<file path="src/verilog/curtain_pkg.sv">
// Shared constants, register map and carrier types of the light curtain receiver.
// Assumes a single 100 MHz clock domain and a 32-bit APB register bus.
package curtain_pkg;

    // Clock and timing
    localparam int CLK_PERIOD_NS = 10;
    localparam int FLASH_SLOT_MS = 125;
    localparam int FLASH_SLOT_CYC = FLASH_SLOT_MS * 1000000 / CLK_PERIOD_NS;
    localparam int RESET_MIN_MS = 250;
    localparam int RESET_MIN_CYC = (RESET_MIN_MS * 1000000 + CLK_PERIOD_NS - 1) / CLK_PERIOD_NS;
    localparam int RESET_MAX_MS = 2000;
    localparam int RESET_MAX_CYC = RESET_MAX_MS * 1000000 / CLK_PERIOD_NS;
    localparam int LAMP_SLOTS = 16;
    localparam int SCAN_SLOTS = 8;

    // Register byte offsets
    localparam logic [11:0] OFS_CTRL = 12'h000;
    localparam logic [11:0] OFS_STATE = 12'h004;
    localparam logic [11:0] OFS_BEAMS = 12'h008;
    localparam logic [11:0] OFS_IRQ_STATUS = 12'h00C;
    localparam logic [11:0] OFS_IRQ_MASK = 12'h010;

    // Control field positions
    localparam int CTRL_LATCH_BIT = 0;
    localparam int CTRL_RR_BIT = 1;
    localparam int CTRL_EDM_LSB = 2;
    localparam int CTRL_SCAN_LSB = 4;

    // Control reset values: trip output, two-channel monitor, reduced resolution off, scan 1
    localparam logic CTRL_LATCH_RST = 1'b0;
    localparam logic CTRL_RR_RST = 1'b0;
    localparam logic [1:0] EDM_TWO_CHANNEL = 2'h2;
    localparam logic [3:0] SCAN_CODE_RST = 4'h1;

    // Interrupt event bits
    localparam int EV_TRIP = 0;
    localparam int EV_LOCKOUT = 1;
    localparam int EV_RESET = 2;
    localparam int EV_NUM = 3;

    // Value shown by the display for the channel-one misaligned code
    localparam logic [7:0] CHANNEL_ONE_MISALIGNED_CODE = 8'hC1;

    typedef enum logic [2:0] {
        DISP_BLANK,
        DISP_LAMP,
        DISP_SCAN,
        DISP_COUNT,
        DISP_CH1
    } disp_kind_t;

    typedef struct packed {
        disp_kind_t kind;
        logic [7:0] value;
    } display_t;

    typedef struct packed {
        logic red;
        logic green;
        logic amber;
    } rx_lamps_t;

    typedef struct packed {
        logic red;
        logic green;
    } tx_lamps_t;

    // Packed from the top down so fields land on the positions above
    typedef struct packed {
        logic [3:0] scan_code;
        logic [1:0] external_device_monitor;
        logic reduced_resolution_switch;
        logic latch_mode;
    } ctrl_t;

endpackage : curtain_pkg

</file>
<file path="src/verilog/curtain_receiver.sv">
// Receiver beam evaluation, safety output pair, indicators, display and APB registers.
// Assumes beam, test and reset pins are asynchronous; lockout_fault comes from pclk logic.
//
// The implementer's own choices: the APB slave port and the register offsets.
`timescale 1ns/1ns
`default_nettype none
module curtain_receiver #(
    parameter int NUM_BEAMS = 16,
    parameter int NUM_ZONES = 8,
    parameter int unsigned SLOT_CYCLES = curtain_pkg::FLASH_SLOT_CYC,
    parameter int unsigned RESET_MIN_CYCLES = curtain_pkg::RESET_MIN_CYC,
    parameter int unsigned RESET_MAX_CYCLES = curtain_pkg::RESET_MAX_CYC
) (
    // Clock and reset
    input wire logic pclk,
    input wire logic presetn,
    // APB slave
    input wire logic psel,
    input wire logic penable,
    input wire logic pwrite,
    input wire logic [11:0] paddr,
    input wire logic [31:0] pwdata,
    output logic [31:0] prdata,
    output logic pready,
    output logic pslverr,
    // Optical and emitter pins
    input wire logic [NUM_BEAMS-1:0] beam_blocked,
    input wire logic test_input_open,
    input wire logic reset_switch_closed,
    input wire logic lockout_fault,
    // Machine side
    output logic [1:0] safety_output_pair,
    output logic irq,
    // Indicators
    output curtain_pkg::rx_lamps_t rx_lamps,
    output curtain_pkg::tx_lamps_t tx_lamps,
    output logic [NUM_ZONES-1:0] zone_green,
    output logic [NUM_ZONES-1:0] zone_red,
    output curtain_pkg::display_t display
);
    import curtain_pkg::*;

    localparam int BPZ = NUM_BEAMS / NUM_ZONES;

    typedef enum {ST_LAMP, ST_SCAN, ST_RUN, ST_LOCKOUT} state_t;

    logic [NUM_BEAMS-1:0] beams;
    logic test_open;
    logic switch_closed;
    state_t state_ff;
    ctrl_t ctrl_ff;
    logic [EV_NUM-1:0] ev_status_ff;
    logic [EV_NUM-1:0] ev_mask_ff;
    logic [31:0] prdata_ff;
    logic pslverr_ff;
    logic [31:0] slot_cnt_ff;
    logic [2:0] slot_ff;
    logic [4:0] phase_timer_ff;
    logic [31:0] hold_cnt_ff;
    logic switch_prev_ff;
    logic latched_ff;
    logic [1:0] outputs_ff;
    rx_lamps_t rx_lamps_ff;
    tx_lamps_t tx_lamps_ff;
    logic [NUM_ZONES-1:0] zone_green_ff;
    logic [NUM_ZONES-1:0] zone_red_ff;
    display_t display_ff;

    pin_sync3 #(.WIDTH(NUM_BEAMS + 2), .INIT('0)) u_pin_sync (
        .pclk(pclk),
        .presetn(presetn),
        .pin_in({beam_blocked, test_input_open, reset_switch_closed}),
        .sync_out({beams, test_open, switch_closed})
    );

    function automatic logic [7:0] count_ones(input logic [NUM_BEAMS-1:0] v);
        logic [7:0] n;
        n = 8'h00;
        for (int i = 0; i < NUM_BEAMS; i++) begin
            n = n + {7'h00, v[i]};
        end
        return n;
    endfunction : count_ones

    // Beam evaluation
    logic [7:0] blocked_count;
    logic triple_run;
    logic permitted;
    logic clear_ok;
    logic run_ok;
    always_comb begin
        triple_run = 1'b0;
        for (int i = 0; i + 2 < NUM_BEAMS; i++) begin
            triple_run = triple_run | (beams[i] & beams[i+1] & beams[i+2]);
        end
    end
    assign blocked_count = count_ones(beams);
    assign permitted = ctrl_ff.reduced_resolution_switch & ~beams[0] & ~triple_run;
    assign clear_ok = (blocked_count == 8'h00) | permitted;
    assign run_ok = (state_ff == ST_RUN) & ~test_open & clear_ok;

    // Flash slot timebase
    logic slot_tick;
    assign slot_tick = (slot_cnt_ff == SLOT_CYCLES - 1);
    always_ff @(posedge pclk or negedge presetn) begin
        if (!presetn) begin
            slot_cnt_ff <= 32'h0000_0000;
            slot_ff <= 3'h0;
        end else if (slot_tick) begin
            slot_cnt_ff <= 32'h0000_0000;
            slot_ff <= slot_ff + 3'h1;
        end else begin
            slot_cnt_ff <= slot_cnt_ff + 32'h0000_0001;
        end
    end
    logic flash;
    logic single_flash;
    logic double_flash;
    assign flash = ~slot_ff[1];
    assign single_flash = (slot_ff[2:1] == 2'h0);
    assign double_flash = (slot_ff == 3'h0) | (slot_ff == 3'h2);

    // Reset switch press qualification
    logic valid_reset;
    assign valid_reset = switch_prev_ff & ~switch_closed
                         & (hold_cnt_ff >= RESET_MIN_CYCLES)
                         & (hold_cnt_ff <= RESET_MAX_CYCLES);
    always_ff @(posedge pclk or negedge presetn) begin
        if (!presetn) begin
            switch_prev_ff <= 1'b0;
            hold_cnt_ff <= 32'h0000_0000;
        end else begin
            switch_prev_ff <= switch_closed;
            if (!switch_closed) begin
                hold_cnt_ff <= 32'h0000_0000;
            end else if (hold_cnt_ff != 32'hFFFF_FFFF) begin
                hold_cnt_ff <= hold_cnt_ff + 32'h0000_0001;
            end
        end
    end

    // Power-up sequence and lockout
    always_ff @(posedge pclk or negedge presetn) begin
        if (!presetn) begin
            state_ff <= ST_LAMP;
            phase_timer_ff <= 5'h00;
        end else begin
            if (slot_tick) begin
                phase_timer_ff <= phase_timer_ff + 5'h01;
            end
            case (state_ff)
                ST_LAMP: begin
                    if (slot_tick && phase_timer_ff == 5'(LAMP_SLOTS - 1)) begin
                        state_ff <= ST_SCAN;
                        phase_timer_ff <= 5'h00;
                    end
                end
                ST_SCAN: begin
                    if (slot_tick && phase_timer_ff == 5'(SCAN_SLOTS - 1)) begin
                        state_ff <= ST_RUN;
                    end
                end
                ST_RUN: begin
                    if (lockout_fault) begin
                        state_ff <= ST_LOCKOUT;
                    end
                end
                ST_LOCKOUT: begin
                    if (valid_reset && !lockout_fault) begin
                        state_ff <= ST_RUN;
                    end
                end
                default: begin
                    state_ff <= ST_LOCKOUT;
                end
            endcase
        end
    end

    // Latch bookkeeping; a trip sets it, a valid reset on clear beams releases it
    always_ff @(posedge pclk or negedge presetn) begin
        if (!presetn) begin
            latched_ff <= 1'b1;
        end else if (!run_ok) begin
            latched_ff <= 1'b1;
        end else if (valid_reset) begin
            latched_ff <= 1'b0;
        end
    end

    logic nxt_out;
    assign nxt_out = ctrl_ff.latch_mode ? (run_ok & ~latched_ff)
                                        : run_ok;
    always_ff @(posedge pclk or negedge presetn) begin
        if (!presetn) begin
            outputs_ff <= 2'h0;
        end else begin
            outputs_ff <= {nxt_out, nxt_out};
        end
    end

    // Indicator and display selection
    rx_lamps_t nxt_rx;
    tx_lamps_t nxt_tx;
    logic [NUM_ZONES-1:0] nxt_zg;
    logic [NUM_ZONES-1:0] nxt_zr;
    logic [NUM_ZONES-1:0] zone_blocked;
    display_t nxt_disp;
    always_comb begin
        for (int z = 0; z < NUM_ZONES; z++) begin
            zone_blocked[z] = |beams[z*BPZ +: BPZ];
        end
    end
    always_comb begin
        nxt_rx = '{red: 1'b1, green: 1'b0, amber: 1'b1};
        nxt_tx = '{red: 1'b0, green: 1'b1};
        nxt_zg = ~zone_blocked;
        nxt_zr = zone_blocked;
        nxt_disp = '{kind: DISP_COUNT, value: blocked_count};
        case (state_ff)
            ST_LAMP: begin
                nxt_rx = '{red: flash, green: flash, amber: flash};
                nxt_tx = '{red: flash, green: flash};
                nxt_zg = {NUM_ZONES{flash}};
                nxt_zr = {NUM_ZONES{flash}};
                nxt_disp = '{kind: DISP_LAMP, value: 8'hFF};
            end
            ST_SCAN: begin
                nxt_rx.amber = 1'b0;
                nxt_zg = '0;
                nxt_zr = '0;
                nxt_disp = '{kind: DISP_SCAN, value: {4'h0, ctrl_ff.scan_code}};
            end
            ST_LOCKOUT: begin
                nxt_rx = '{red: single_flash, green: 1'b0, amber: 1'b0};
                nxt_tx = '{red: single_flash, green: 1'b0};
                nxt_zg = '0;
                nxt_zr = '0;
                nxt_disp = '{kind: DISP_BLANK, value: 8'h00};
            end
            ST_RUN: begin
                if (test_open) begin
                    nxt_tx.green = flash;
                    nxt_zr = '1;
                    nxt_zg = '0;
                    if (NUM_BEAMS == 10) begin
                        nxt_zr[0] = 1'b0;
                        nxt_zg[0] = 1'b1;
                    end
                    nxt_disp.value = 8'(NUM_BEAMS - 1);
                end else if (beams[0]) begin
                    nxt_zg = '0;
                    nxt_zr = '0;
                    nxt_zr[0] = 1'b1;
                    nxt_disp = '{kind: DISP_CH1, value: CHANNEL_ONE_MISALIGNED_CODE};
                end else if (clear_ok && ctrl_ff.latch_mode && latched_ff) begin
                    nxt_rx.amber = double_flash;
                    nxt_zg = '1;
                    nxt_zr = '0;
                end else if (clear_ok) begin
                    nxt_rx.red = 1'b0;
                    nxt_rx.green = ctrl_ff.reduced_resolution_switch ? flash : 1'b1;
                end
            end
            default: begin
                nxt_rx = '{red: 1'b1, green: 1'b0, amber: 1'b0};
            end
        endcase
    end
    always_ff @(posedge pclk or negedge presetn) begin
        if (!presetn) begin
            rx_lamps_ff <= '0;
            tx_lamps_ff <= '0;
            zone_green_ff <= '0;
            zone_red_ff <= '0;
            display_ff <= '{kind: DISP_BLANK, value: 8'h00};
        end else begin
            rx_lamps_ff <= nxt_rx;
            tx_lamps_ff <= nxt_tx;
            zone_green_ff <= nxt_zg;
            zone_red_ff <= nxt_zr;
            display_ff <= nxt_disp;
        end
    end

    // APB register file
    logic wr_access;
    logic rd_setup;
    logic mapped;
    logic [EV_NUM-1:0] events;
    assign wr_access = psel & penable & pwrite;
    assign rd_setup = psel & ~penable;
    assign mapped = (paddr == OFS_CTRL) | (paddr == OFS_STATE) | (paddr == OFS_BEAMS)
                    | (paddr == OFS_IRQ_STATUS) | (paddr == OFS_IRQ_MASK);
    assign events[EV_TRIP] = outputs_ff[0] & ~nxt_out;
    assign events[EV_LOCKOUT] = (state_ff == ST_RUN) & lockout_fault;
    assign events[EV_RESET] = valid_reset;

    always_ff @(posedge pclk or negedge presetn) begin
        if (!presetn) begin
            ctrl_ff <= '{latch_mode: CTRL_LATCH_RST, reduced_resolution_switch: CTRL_RR_RST,
                         external_device_monitor: EDM_TWO_CHANNEL,
                         scan_code: SCAN_CODE_RST};
            ev_mask_ff <= '0;
        end else if (wr_access && paddr == OFS_CTRL) begin
            ctrl_ff <= pwdata[CTRL_SCAN_LSB+3:0];
        end else if (wr_access && paddr == OFS_IRQ_MASK) begin
            ev_mask_ff <= pwdata[EV_NUM-1:0];
        end
    end

    always_ff @(posedge pclk or negedge presetn) begin
        if (!presetn) begin
            ev_status_ff <= '0;
        end else if (wr_access && paddr == OFS_IRQ_STATUS) begin
            ev_status_ff <= (ev_status_ff & ~pwdata[EV_NUM-1:0]) | events;
        end else begin
            ev_status_ff <= ev_status_ff | events;
        end
    end

    always_ff @(posedge pclk or negedge presetn) begin
        if (!presetn) begin
            prdata_ff <= 32'h0000_0000;
            pslverr_ff <= 1'b0;
        end else if (rd_setup) begin
            pslverr_ff <= ~mapped;
            case (paddr)
                OFS_CTRL: prdata_ff <= {24'h00_0000, ctrl_ff};
                OFS_STATE: prdata_ff <= {16'h0000, blocked_count, 1'b0, latched_ff,
                                         test_open, switch_closed, 2'(state_ff), outputs_ff};
                OFS_BEAMS: prdata_ff <= 32'(beams);
                OFS_IRQ_STATUS: prdata_ff <= {29'h0000_0000, ev_status_ff};
                OFS_IRQ_MASK: prdata_ff <= {29'h0000_0000, ev_mask_ff};
                default: prdata_ff <= 32'h0000_0000;
            endcase
        end
    end

    assign prdata = prdata_ff;
    assign pready = psel & penable;
    assign pslverr = psel & penable & pslverr_ff;
    assign irq = |(ev_status_ff & ev_mask_ff);
    assign safety_output_pair = outputs_ff;
    assign rx_lamps = rx_lamps_ff;
    assign tx_lamps = tx_lamps_ff;
    assign zone_green = zone_green_ff;
    assign zone_red = zone_red_ff;
    assign display = display_ff;

    // Checks
    lockout_dark_a: assert property (@(posedge pclk) disable iff (!presetn)
        state_ff == ST_LOCKOUT |=> zone_green == '0 && zone_red == '0
            && !rx_lamps.amber && safety_output_pair == 2'h0 && rx_lamps.red == $past(single_flash))
        else $error("lockout lamps wrong");
    emitter_test_a: assert property (@(posedge pclk) disable iff (!presetn)
        state_ff == ST_RUN && test_open |=> tx_lamps.green == $past(flash))
        else $error("emitter test flash wrong");
    latch_wait_a: assert property (@(posedge pclk) disable iff (!presetn)
        run_ok && !beams[0] && ctrl_ff.latch_mode && latched_ff
        |=> rx_lamps.red && zone_green == '1 && rx_lamps.amber == $past(double_flash))
        else $error("latch waiting lamps wrong");
    latch_outputs_a: assert property (@(posedge pclk) disable iff (!presetn)
        ctrl_ff.latch_mode && latched_ff |=> safety_output_pair == 2'h0)
        else $error("latched outputs on");
    run_green_a: assert property (@(posedge pclk) disable iff (!presetn)
        run_ok && !beams[0] && !(ctrl_ff.latch_mode && latched_ff)
        |=> !rx_lamps.red && rx_lamps.amber
            && rx_lamps.green == ($past(ctrl_ff.reduced_resolution_switch) ? $past(flash) : 1'b1))
        else $error("clear lamps wrong");
    blocked_count_a: assert property (@(posedge pclk) disable iff (!presetn)
        state_ff == ST_RUN && !test_open && !beams[0] && !clear_ok
        |=> rx_lamps.red && rx_lamps.amber && display.value == $past(blocked_count)
            && zone_red == $past(zone_blocked))
        else $error("blocked display wrong");
    sync_beam_a: assert property (@(posedge pclk) disable iff (!presetn)
        state_ff == ST_RUN && !test_open && beams[0]
        |=> zone_red[0] && zone_red[NUM_ZONES-1:1] == '0 && zone_green == '0
            && display.kind == DISP_CH1 && safety_output_pair == 2'h0)
        else $error("sync beam lamps wrong");
    test_count_a: assert property (@(posedge pclk) disable iff (!presetn)
        state_ff == ST_RUN && test_open
        |=> display.value == 8'(NUM_BEAMS - 1) && zone_red[NUM_ZONES-1:1] == '1
            && safety_output_pair == 2'h0)
        else $error("test open display wrong");
    lamp_order_a: assert property (@(posedge pclk) disable iff (!presetn)
        state_ff == ST_SCAN |-> $past(state_ff) inside {ST_LAMP, ST_SCAN})
        else $error("scan shown without lamp test");
    reduced_keep_a: assert property (@(posedge pclk) disable iff (!presetn)
        run_ok && permitted && !ctrl_ff.latch_mode |=> safety_output_pair == 2'h3)
        else $error("reduced resolution tripped");
    trip_auto_a: assert property (@(posedge pclk) disable iff (!presetn)
        !ctrl_ff.latch_mode |=> safety_output_pair == {2{$past(run_ok)}})
        else $error("trip mode outputs wrong");

endmodule : curtain_receiver
`default_nettype wire

</file>
<file path="src/verilog/pin_sync3.sv">
// Three-stage input synchroniser with agreement filter.
// Assumes inputs are asynchronous pins; output changes once stages two and three agree.
`timescale 1ns/1ns
`default_nettype none
module pin_sync3 #(
    parameter int WIDTH = 1,
    parameter logic [WIDTH-1:0] INIT = '0
) (
    // Clock and reset
    input wire logic pclk,
    input wire logic presetn,
    // Pin side
    input wire logic [WIDTH-1:0] pin_in,
    // Synchronised side
    output logic [WIDTH-1:0] sync_out
);

    logic [WIDTH-1:0] stage1_ff;
    logic [WIDTH-1:0] stage2_ff;
    logic [WIDTH-1:0] stage3_ff;
    logic [WIDTH-1:0] out_ff;

    always_ff @(posedge pclk or negedge presetn) begin
        if (!presetn) begin
            stage1_ff <= INIT;
            stage2_ff <= INIT;
            stage3_ff <= INIT;
        end else begin
            stage1_ff <= pin_in;
            stage2_ff <= stage1_ff;
            stage3_ff <= stage2_ff;
        end
    end

    always_ff @(posedge pclk or negedge presetn) begin
        if (!presetn) begin
            out_ff <= INIT;
        end else begin
            for (int i = 0; i < WIDTH; i++) begin
                if (stage2_ff[i] == stage3_ff[i]) begin
                    out_ff[i] <= stage3_ff[i];
                end
            end
        end
    end

    assign sync_out = out_ff;

endmodule : pin_sync3
`default_nettype wire

</file>
<file path="config.mk">
export PLATFORM = sky130hd
export DESIGN_NAME = curtain_receiver
export DESIGN_NICKNAME = d
export VERILOG_FILES = /design/src/verilog/curtain_pkg.sv /design/src/verilog/curtain_receiver.sv /design/src/verilog/pin_sync3.sv
export SDC_FILE = /design/constraint.sdc
export NUM_CORES = 1
export LEC_CHECK = 0
export BUFFER_PORTS_ARGS = -buffer_cell sky130_fd_sc_hd__buf_2
export CAP_MARGIN = 40
export CORE_MARGIN = 2
export CORE_UTILIZATION = 47
export DETAILED_ROUTE_END_ITERATION = 16
export PLACE_DENSITY_LB_ADDON = 0.25
export SLEW_MARGIN = 5
export SYNTH_ARGS = -nofsm -noshare
export SYNTH_HDL_FRONTEND = slang
export SYNTH_HIERARCHICAL = 1
export SYNTH_SLANG_ARGS = --single-unit
</file>
<file path="constraint.sdc">
create_clock -name pclk -period 12.13 [get_ports pclk]
set_clock_uncertainty 0.1 [all_clocks]
set_input_delay 2.426 -clock pclk [delete_from_list [all_inputs] [get_ports pclk]]
set_output_delay 2.426 -clock pclk [all_outputs]
set_load 0.01 [all_outputs]
</file>
==> results of run 1 <==
==> cells in the final DEF, fill, tap and decap left out, types with 12 or more instances in the layout <==
cell type  netlist  final
ha_1            18     18
maj3_2          18     18
dfrtp_1        208    208
nand2_1         68     68
xnor2_1         27     27
xor2_1          26     26
and3_1          12     12
o21ai_0         16     16
nor2_1          82     82
a21oi_1         38     38
inv_1           41     41
clkbuf_16        0     24
nor3_1          13     13
buf_2            6     95
nand4_1         21     21
o21ai_1         24     24
conb_1           1     16
nand3_1         34     34
==> cell type report <==
class | count | area, sq um
well taps | 265 | 332
repair buffers | 103 | 594
multi-input cells | 568 | 3760
clock inverters | 13 | 136
clock buffers | 29 | 629
fillers | 1700 | 8640
inverters | 41 | 154
flip-flops and latches | 211 | 5280
==> flip-flops by register name (all words and copies together) (netlist names), 3 cells and up <==
signal / count
slot_cnt_ff: 32
u_pin_sync/stage3_ff: 18
ev_status_ff: 3
u_pin_sync/stage2_ff: 18
slot_ff: 3
zone_green: 8
phase_timer_ff: 5
hold_cnt_ff: 32
u_pin_sync/stage1_ff: 18
ev_mask_ff: 3
ctrl_ff: 8
u_pin_sync/sync_out: 18
prdata: 16
zone_red: 8
rx_lamps: 3
display: 10
==> cell families (layout without fill, tap and decap cells) <==
group           Yosys count  count (layout)  synth area share, %
mux                      17              17                 1.96
compound gates          132             132                 8.98
buf+inv                  86             186                 4.36
fa+ha+maj                46              46                 6.69
flops                   211             211                 56.2
simple gates            304             304                 16.8
xor+xnor                 53              53                 4.94
other cells               1              16               0.0399
==> metal layers <==
metal  up-vias  global-route usage (%)  part of all wire (%)
li1       3135                       -                     -
met5         -                       0                     0
met4         0                    4.17                   1.7
met1      3221                    28.3                    47
met3        29                    3.35                   6.3
met2       222                    28.5                    45
==> stage by stage <==
stage	hold WS, ns	worst slack (ns)	power (W)
2_1_floorplan	0.231	6.99	0.00114
3_3_place_gp	0.232	6.72	0.00130
3_5_place_dp	0.235	6.71	0.00131
4_1_cts	0.248	6.71	0.00202
5_1_grt	0.250	6.54	0.00212
6_report	0.247	6.71	0.00200
==> critical path, delay by kind of cell <==
family,cells,cell delay (ns)
and+or+nand+nor,1,0.19
buffers and inverters,2,0.27
==> report_power, final <==
| group | switching, W | total [W] | internal [W] |
|---|---|---|---|
| registers | 0.0000464 | 0.000819 | 0.000772 |
| logic | 0.000296 | 0.000487 | 0.000191 |
| clock network | 0.000278 | 0.000692 | 0.000414 |
| total | 0.000621 | 0.00200 | 0.00138 |
==> worst paths after layout <==
check,startpoint,end,cells after the start
worst max-delay path,penable,pready,3
worst min-delay path,u_pin_sync/stage1_ff[3],u_pin_sync/stage2_ff[3],0
worst max register to register,u_pin_sync/sync_out[7],zone_red[0],16
worst min register to register,u_pin_sync/stage1_ff[3],u_pin_sync/stage2_ff[3],0
max in group asynchronous,presetn,ctrl_ff[4],3
min in group asynchronous,presetn,slot_cnt_ff[26],1
==> impl_metrics.tcl, run 1 <==
set metrics [dict create \
    dp_cells 1188 \
    post-route-util_pct 55.8 \
    netlist_top_cells_area "dfrtp_1 (55%), nor2_1 (3.3%), nand2_1 (2.7%)" \
    cts_tree "built" \
    die-height_um 145 \
    status "finished clean" \
    synth_seq_cells 211 \
    yosys.area.top_type "dfrtp_1" \
    nNetsFinal 1045 \
    fmaxAchievable_ghz 0.185 \
    synth_area_sq_um 9390 \
    cts_inserted_buffers 24 \
    hold_violations 0 \
    path_clk_slew_ns 0.06 \
    relSlewSlack_pct 41.0 \
    yosysMostFrequentCell "dfrtp_1" \
    cp_common_cell "buf_2" \
    yosysUniqueCellTypes 74 \
    start_util_pct 48.1 \
    ant_nets 0 \
    routedWlPerCell_um 16.1 \
    r2r_slack_ns 6.80 \
    placed_cell_area_sq_um 10100 \
    crit_slowest_cell "and2_1" \
    finalWeightedCongestion 0.854 \
    row_count 51 \
    path_class "input pin to output port" \
    stdcell_count 1230 \
    setup_tns_ns 0 \
    setup_viol 0 \
    synthArstFlopShare_pct 100 \
    clock-sinks 211 \
    dp_hpwl_mm 13.9 \
    crit_required_ns 9.60 \
    io_buffers 96 \
    vias 6607 \
    num_io_pins 137 \
    dr.first_iter.drc_count 455 \
    cts_buffer_depth 3 \
    die-width_um 145 \
    post-cts-setup-buffers 0 \
    hp-class "register to register" \
    drv_slew 0 \
    drc 0 \
    synth_top_area_share_pct 55.4 \
    clockRootBuffer "clkbuf_16" \
    slowest_delay_ns 0.19 \
    h-tree-depth 1 \
    drt-pass1-iter-count 5 \
    synth-edff-count 0 \
    grt_pass1_vias 6281 \
    worst-path-max-fanout 4 \
    syn_area_per_cell_sq_um 11.1 \
    drt-total-wl_mm 19.8 \
    globalRouteOverflowTotal 0 \
    tightest_slew_ns 0.883 \
    crit_chain "buf_2, and2_1, buf_2" \
    stdcell_area_sq_um 10900 \
    drive_gt1_share_pct 18.4 \
    grt_pass1_wl_mm 32.8 \
    vias_per_cell 5.37 \
    cap_violations 0 \
    grt_start_max_net_pins 70 \
    gr-usage-all-layers_pct 18.7 \
    coreArea_sq_um 19500 \
    syn_to_final_growth_pct 15.9 \
    n_antenna_cell 0 \
    finalCriticalPeriod_ns 5.42 \
    powerDensity_nw_per_um2 184 \
    ctsResizeCount 0 \
    yosysSeqAreaShare_pct 56.2 \
    synth_common_cells "dfrtp_1 (208), nor2_1 (82), nand2_1 (68)" \
    antenna_found_initial 0 \
    rsz0062_at_grt "no" \
    synth_ff_type "dfrtp_1" \
    peakVddDrop_mv 0.156 \
    cts_hold_buf 0 \
    clk_latency_ns 0.51 \
    die_area_sq_um 21100 \
    final.period_utilization_pct 44.7 \
    synth_cells 850 \
    p_leak_nw 5.00 \
    yosysWarnings 6 \
    endpoint_kind "output port" \
    critical_path.startpoint_type "input pin" \
    arrival_ns 2.89 \
]
Power figures use the tool's default switching activity.
==> run 2, diff against run 1 <==
--- a/config.mk
+++ b/config.mk
@@ -5,6 +5,7 @@
 export SDC_FILE = /design/constraint.sdc
 export NUM_CORES = 1
 export LEC_CHECK = 0
+export ABC_AREA = 1
 export BUFFER_PORTS_ARGS = -buffer_cell sky130_fd_sc_hd__buf_2
 export CAP_MARGIN = 40
 export CORE_MARGIN = 2
==> constraint.sdc (replaced) <==
create_clock -name pclk -period 5.6 [get_ports pclk]
set_clock_uncertainty 0.1 [all_clocks]
set_input_delay 1.12 -clock pclk [delete_from_list [all_inputs] [get_ports pclk]]
set_output_delay 1.12 -clock pclk [all_outputs]
set_load 0.01 [all_outputs]
==> run 2 against run 1 <==
Setup slack worse by 5.8 ns; power is 79% higher; critical endpoint is now zone_red[1]; wire length is 30% higher; cell count is 37% higher; clock power is 110% higher; utilization is 1.0 points lower; critical path depth is 16 higher; synthesized area is 12% higher; sequential power is 95% higher.
==> impl_metrics.tcl, run 2 <==
set metrics [dict create \
    powerDensity_nw_per_um2 298 \
    netlist_top_cells_area "dfrtp_1 (49%), nand2_1 (11%), inv_1 (6.6%)" \
    coreArea_sq_um 22000 \
    die-width_um 154 \
    dr.first_iter.drc_count 602 \
    largest_registers "hold_cnt_ff x32, slot_cnt_ff x32" \
    yosysWarnings 6 \
    finalWeightedCongestion 0.944 \
    nNetsFinal 1483 \
    gr-usage-all-layers_pct 21.9 \
    stdcell_count 1682 \
    p_leak_nw 5.78 \
    final.period_utilization_pct 84.0 \
    reg2reg_to "zone_red[1]" \
    path_class "register to register" \
    worst-path-max-fanout 9 \
    fin_ws_ns 0.896 \
    grt_pass1_vias 8189 \
    syn_to_final_growth_pct 13.8 \
    ctsResizeCount 0 \
    start_util_pct 48.1 \
    arrival_ns 4.98 \
    grt_pass1_wl_mm 42.0 \
    critical_path.startpoint_type "register" \
    grt_start_max_net_pins 113 \
    endpoint_kind "register" \
    vias_per_cell 5.12 \
    drv_slew 0 \
    reg2reg_from "u_pin_sync/sync_out[2]" \
    synth_common_cells "nand2_1 (309), dfrtp_1 (208), inv_1 (185)" \
    routedWlPerCell_um 15.3 \
    synth_cells 1279 \
    antenna_found_initial 0 \
    row_count 54 \
    synth_area_sq_um 10600 \
    peakVddDrop_mv 0.224 \
    cts_tree "built" \
    finalCriticalPeriod_ns 4.70 \
    layout_commonest_cell "nand2_1" \
    drc 0 \
    synthArstFlopShare_pct 100 \
    vias 8607 \
    cts_inserted_buffers 23 \
    status "finished clean" \
    dp_cells 1642 \
    yosysMostFrequentCell "nand2_1" \
    synth-edff-count 0 \
    syn_area_per_cell_sq_um 8.26 \
    endpoint "zone_red[1]" \
    drt-pass1-iter-count 5 \
    synth_top_area_share_pct 49.3 \
    layout_common_cells "nand2_1 (309), dfrtp_1 (208), inv_1 (185), nor2_1 (147), buf_2 (95)" \
    clock-sinks 211 \
    synth_seq_cells 211 \
    h-tree-depth 1 \
    cap_violations 0 \
    setup_tns_ns 0 \
    ant_nets 0 \
    rsz0062_at_grt "no" \
    yosys.area.top_type "dfrtp_1" \
    path_clk_slew_ns 0.06 \
    clockRootBuffer "clkbuf_16" \
    setup_viol 0 \
    hold_violations 0 \
    cts_buffer_depth 3 \
    clk_latency_ns 0.50 \
    hp-class "register to register" \
    drive_gt1_share_pct 13.5 \
    r2r_slack_ns 0.90 \
    cts_hold_buf 0 \
    synth_ff_type "dfrtp_1" \
    num_io_pins 137 \
    n_antenna_cell 0 \
    dp_hpwl_mm 19.2 \
    die_area_sq_um 23700 \
    drt-total-wl_mm 25.7 \
    io_buffers 96 \
    crit_path_start "u_pin_sync/sync_out[2]" \
    yosysUniqueCellTypes 46 \
    reg2reg_depth 19 \
    fmaxAchievable_ghz 0.213 \
    die-height_um 154 \
    post-cts-setup-buffers 0 \
    crit_required_ns 5.88 \
    globalRouteOverflowTotal 0 \
    fill_cells 2061 \
    yosysSeqAreaShare_pct 50.0 \
    tightest_slew_ns 0.833 \
    place_ws_ns 0.890 \
    relSlewSlack_pct 44.5 \
]
-- run 2: cell count changes in the layout (fill, tap and decap cells not counted), moves of 18 or more --
cell and change:
inv_1 +144, maj3_2 -18, nand2_1 +241, nand3_1 +25
nor2_1 +65, nor3_1 +29, o21ai_0 +33, o21ai_1 -22
xnor2_1 -21
-- run 2: critical path: stages (launching register included) --
cell and delay (ns):
dfrtp_1 0.51, fa_1 0.62, fa_1 0.45, fa_1 0.53, inv_1 0.05, fa_1 0.43
inv_1 0.07, ha_1 0.15, inv_1 0.05, fa_1 0.37, or2_0 0.25, and2_1 0.17
nor3_1 0.17, nand2_1 0.09, nand2_2 0.13, nand2_2 0.14, nand2_1 0.12, nand2_1 0.05
nand2_1 0.08, nand2_1 0.06
-- run 2: through the flow --
stage | utilization [%] | area (sq um) | hold slack (ns) | total power, W
after global placement | 51.4 | 11300 | 0.232 | 0.00213
after detailed placement | 51.5 | 11300 | 0.235 | 0.00215
after CTS | 54.7 | 12000 | 0.246 | 0.00361
final | 54.7 | 12000 | 0.244 | 0.00359
after global routing | 54.7 | 12000 | 0.254 | 0.00376
after floorplan | - | 10600 | 0.231 | 0.00200
-- run 2: cell type report --
type / instances / area (sq um) / share of cell area (%)
clock inverters: 9 / 82.6 / 0.687
well taps: 280 / 350 / 2.91
multi-input cells: 859 / 4410 / 36.7
inverters: 192 / 721 / 6.00
clock buffers: 31 / 636 / 5.29
repair buffers: 100 / 541 / 4.50
flip-flops and latches: 211 / 5280 / 44.0
-- run 2: power by group --
| group | internal (W) | total, W | switching (W) | leakage (nW) |
|---|---|---|---|---|
| registers | 0.00156 | 0.00160 | 0.0000392 | 2.59 |
| logic | 0.000195 | 0.000534 | 0.000339 | 2.84 |
| clock network | 0.000843 | 0.00145 | 0.000607 | 0.350 |
| total | 0.00260 | 0.00359 | 0.000985 | 5.78 |
-- run 2: kinds of logic (layout without fill, tap and decap cells) --
family	after synthesis	count (layout)	synth area share [%]
adder cells (fa/ha/maj)	28	28	4.03
XOR/XNOR	27	27	2.24
AND/OR/NAND/NOR	652	652	27.4
AO/OA/AOI/OAI	131	131	6.92
buffers and inverters	224	332	8.82
flip-flops	211	211	50.0
multiplexers	5	5	0.533
other	1	16	0.0355
-- run 2: worst min-delay path by stage --
stage	from	endpoint	slack, ns	cells after the start
after CTS	u_pin_sync/stage1_ff[10]	u_pin_sync/stage2_ff[10]	0.25	0
after detailed placement	u_pin_sync/stage1_ff[10]	u_pin_sync/stage2_ff[10]	0.23	0
after global placement	u_pin_sync/stage1_ff[3]	u_pin_sync/stage2_ff[3]	0.23	0
after global routing	u_pin_sync/stage1_ff[10]	u_pin_sync/stage2_ff[10]	0.25	0
final	u_pin_sync/stage1_ff[3]	u_pin_sync/stage2_ff[3]	0.24	0
after floorplan	u_pin_sync/stage1_ff[0]	u_pin_sync/stage2_ff[0]	0.23	0
-- run 2: routing by layer --
metal	up-vias	track usage (%)	share of wire (%)
met5	-	0	0
met4	0	5.25	2.1
met3	35	2.71	5.0
met2	229	33.4	44
met1	4069	33.3	49
li1	4274	-	-
==> run 3, diff against run 2 <==
--- a/config.mk
+++ b/config.mk
@@ -5,7 +5,7 @@
 export SDC_FILE = /design/constraint.sdc
 export NUM_CORES = 1
 export LEC_CHECK = 0
-export ABC_AREA = 1
+export ABC_AREA = 0
 export BUFFER_PORTS_ARGS = -buffer_cell sky130_fd_sc_hd__buf_2
 export CAP_MARGIN = 40
 export CORE_MARGIN = 2
==> constraint.sdc (replaced) <==
create_clock -name pclk -period 4.55 [get_ports pclk]
set_clock_uncertainty 0.1 [all_clocks]
set_input_delay 0.91 -clock pclk [delete_from_list [all_inputs] [get_ports pclk]]
set_output_delay 0.91 -clock pclk [all_outputs]
set_load 0.01 [all_outputs]
==> run 3 against run 2 <==
The flow now finishes with violations (negative setup slack); sequential power is 36% higher; cell count decreased by 25%; global-route usage down 2.5 points; die area decreased by 11%; wire length shrank 21%; register-to-register slack worse by 1.0 ns; sequential cell count unchanged.
==> impl_metrics.tcl, run 3 (synthesis gave the netlist of run 1 again) <==
set metrics [dict create \
    clockRootBuffer "clkbuf_16" \
    setup_tns_ns -0.645 \
    drt-pass1-iter-count 5 \
    drv_slew 0 \
    nNetsFinal 1068 \
    start_util_pct 48.1 \
    p_leak_nw 5.13 \
    crit_required_ns 4.81 \
    routedWlPerCell_um 16.1 \
    coreArea_sq_um 19500 \
    cts_inserted_buffers 23 \
    dp_cells 1207 \
    io_buffers 96 \
    drt-total-wl_mm 20.2 \
    powerDensity_nw_per_um2 518 \
    hp-class "register to register" \
    peakVddDrop_mv 0.348 \
    die-height_um 145 \
    grt_pass1_vias 6401 \
    drc 0 \
    layout_commonest_cell "dfrtp_1" \
    finalCriticalPeriod_ns 4.65 \
    dp_hpwl_mm 14.2 \
    vias 6682 \
    antenna_found_initial 1 \
    h-tree-depth 1 \
    gr-usage-all-layers_pct 19.4 \
    cts_buffer_depth 3 \
    status "finished with violations" \
    rsz0062_at_grt "yes" \
    dr.first_iter.drc_count 406 \
    drive_gt1_share_pct 22.6 \
    hold_violations 0 \
    endpoint_kind "register" \
    row_count 51 \
    final.period_utilization_pct 102 \
    stdcell_count 1255 \
    largest_registers "hold_cnt_ff x32, slot_cnt_ff x32" \
    setup_viol 12 \
    critical_path.startpoint_type "register" \
    grt_start_max_net_pins 107 \
    layout_common_cells "dfrtp_1 (208), buf_2 (95), nor2_1 (82), nand2_1 (67), inv_1 (38)" \
    die-width_um 145 \
    fmaxAchievable_ghz 0.215 \
    globalRouteOverflowTotal 0 \
    path_clk_slew_ns 0.06 \
    clock-sinks 211 \
    violations "negative setup slack" \
    grt_pass1_wl_mm 33.8 \
    vias_per_cell 5.32 \
    fin_ws_ns -0.103 \
    place_ws_ns -0.141 \
    cts_tree "built" \
    tightest_slew_ns 1.11 \
    fill_cells 1690 \
    worst-path-max-fanout 7 \
    r2r_slack_ns -0.10 \
    hold-worst-slack_ns 0.246 \
    num_io_pins 137 \
    relSlewSlack_pct 25.5 \
    post-route-util_pct 57.3 \
    die_area_sq_um 21100 \
    cap_violations 0 \
    finalWeightedCongestion 0.877 \
    syn_to_final_growth_pct 19.1 \
    clk_latency_ns 0.52 \
    arrival_ns 4.91 \
    path_class "register to register" \
    ant_nets 0 \
]
## run 3: cell count changes in the layout (fill, tap and decap cells not counted), moves of 21 or more
cell     change
nand2_1    -242
inv_1      -147
nor2_1      -65
o21ai_0     -34
nor3_1      -30
buf_4       +25
nand3_1     -25
o21ai_1     +22
xnor2_1     +21
## run 3: metal layers
metal / GRT usage [%] / wire length, um / vias to the layer above
met5: 0 / 0 / -
met4: 4.95 / 367 / 0
met3: 2.66 / 1150 / 30
met2: 28.4 / 8700 / 205
met1: 30.5 / 10000 / 3251
li1: - / - / 3196
## run 3: repair_timing
action                     CTS  global route
gates resized for setup      5            16
pin swaps                    8             2
setup endpoints to repair   18            22
setup buffers                4             1
hold buffers                 0             0
## run 3: report_power, final
part	internal [W]	total [W]	switching, W
Clock	0.00117	0.00194	0.000770
Sequential	0.00206	0.00217	0.000107
Combinational	0.000760	0.00169	0.000931
Total	0.00399	0.00580	0.00181
## run 3: cell type report
class | count | area, sq um | share of cell area [%]
tap | 265 | 332 | 2.96
sequential | 211 | 5280 | 47.2
clock inverter | 13 | 160 | 1.43
inverter | 41 | 154 | 1.38
timing repair buffer | 127 | 757 | 6.77
clock buffer | 29 | 638 | 5.70
multi-input combinational | 568 | 3860 | 34.5
antenna | 1 | 2.50 | 0.0224
## run 3: stage by stage
stage	power [W]	cell area, sq um
floorplan	0.00311	9480
global placement	0.00367	10200
detailed placement	0.00370	10300
CTS	0.00574	11100
global route	0.00609	11200
finish	0.00580	11200
## run 3: worst paths after layout
kind,startpoint,endpoint,depth (start not counted)
worst max-delay path,u_pin_sync/sync_out[13],zone_red[2],17
worst min-delay path,u_pin_sync/stage1_ff[10],u_pin_sync/stage2_ff[10],0
worst max register to register,u_pin_sync/sync_out[13],zone_red[2],17
worst min register to register,u_pin_sync/stage1_ff[10],u_pin_sync/stage2_ff[10],0
max in group asynchronous,presetn,ctrl_ff[3],2
min in group asynchronous,presetn,slot_cnt_ff[30],1
## run 3: critical path: stages, from the launching register on
cell and delay [ns]:
dfrtp_1 0.40, fa_1 0.54, inv_1 0.05, fa_1 0.47, inv_1 0.05, fa_1 0.47
inv_1 0.05, fa_1 0.42, inv_1 0.06, ha_2 0.18, inv_2 0.04, fa_2 0.52
inv_2 0.04, or4b_4 0.54, o22a_4 0.21, o21ai_2 0.13, buf_6 0.15, o21ai_1 0.09
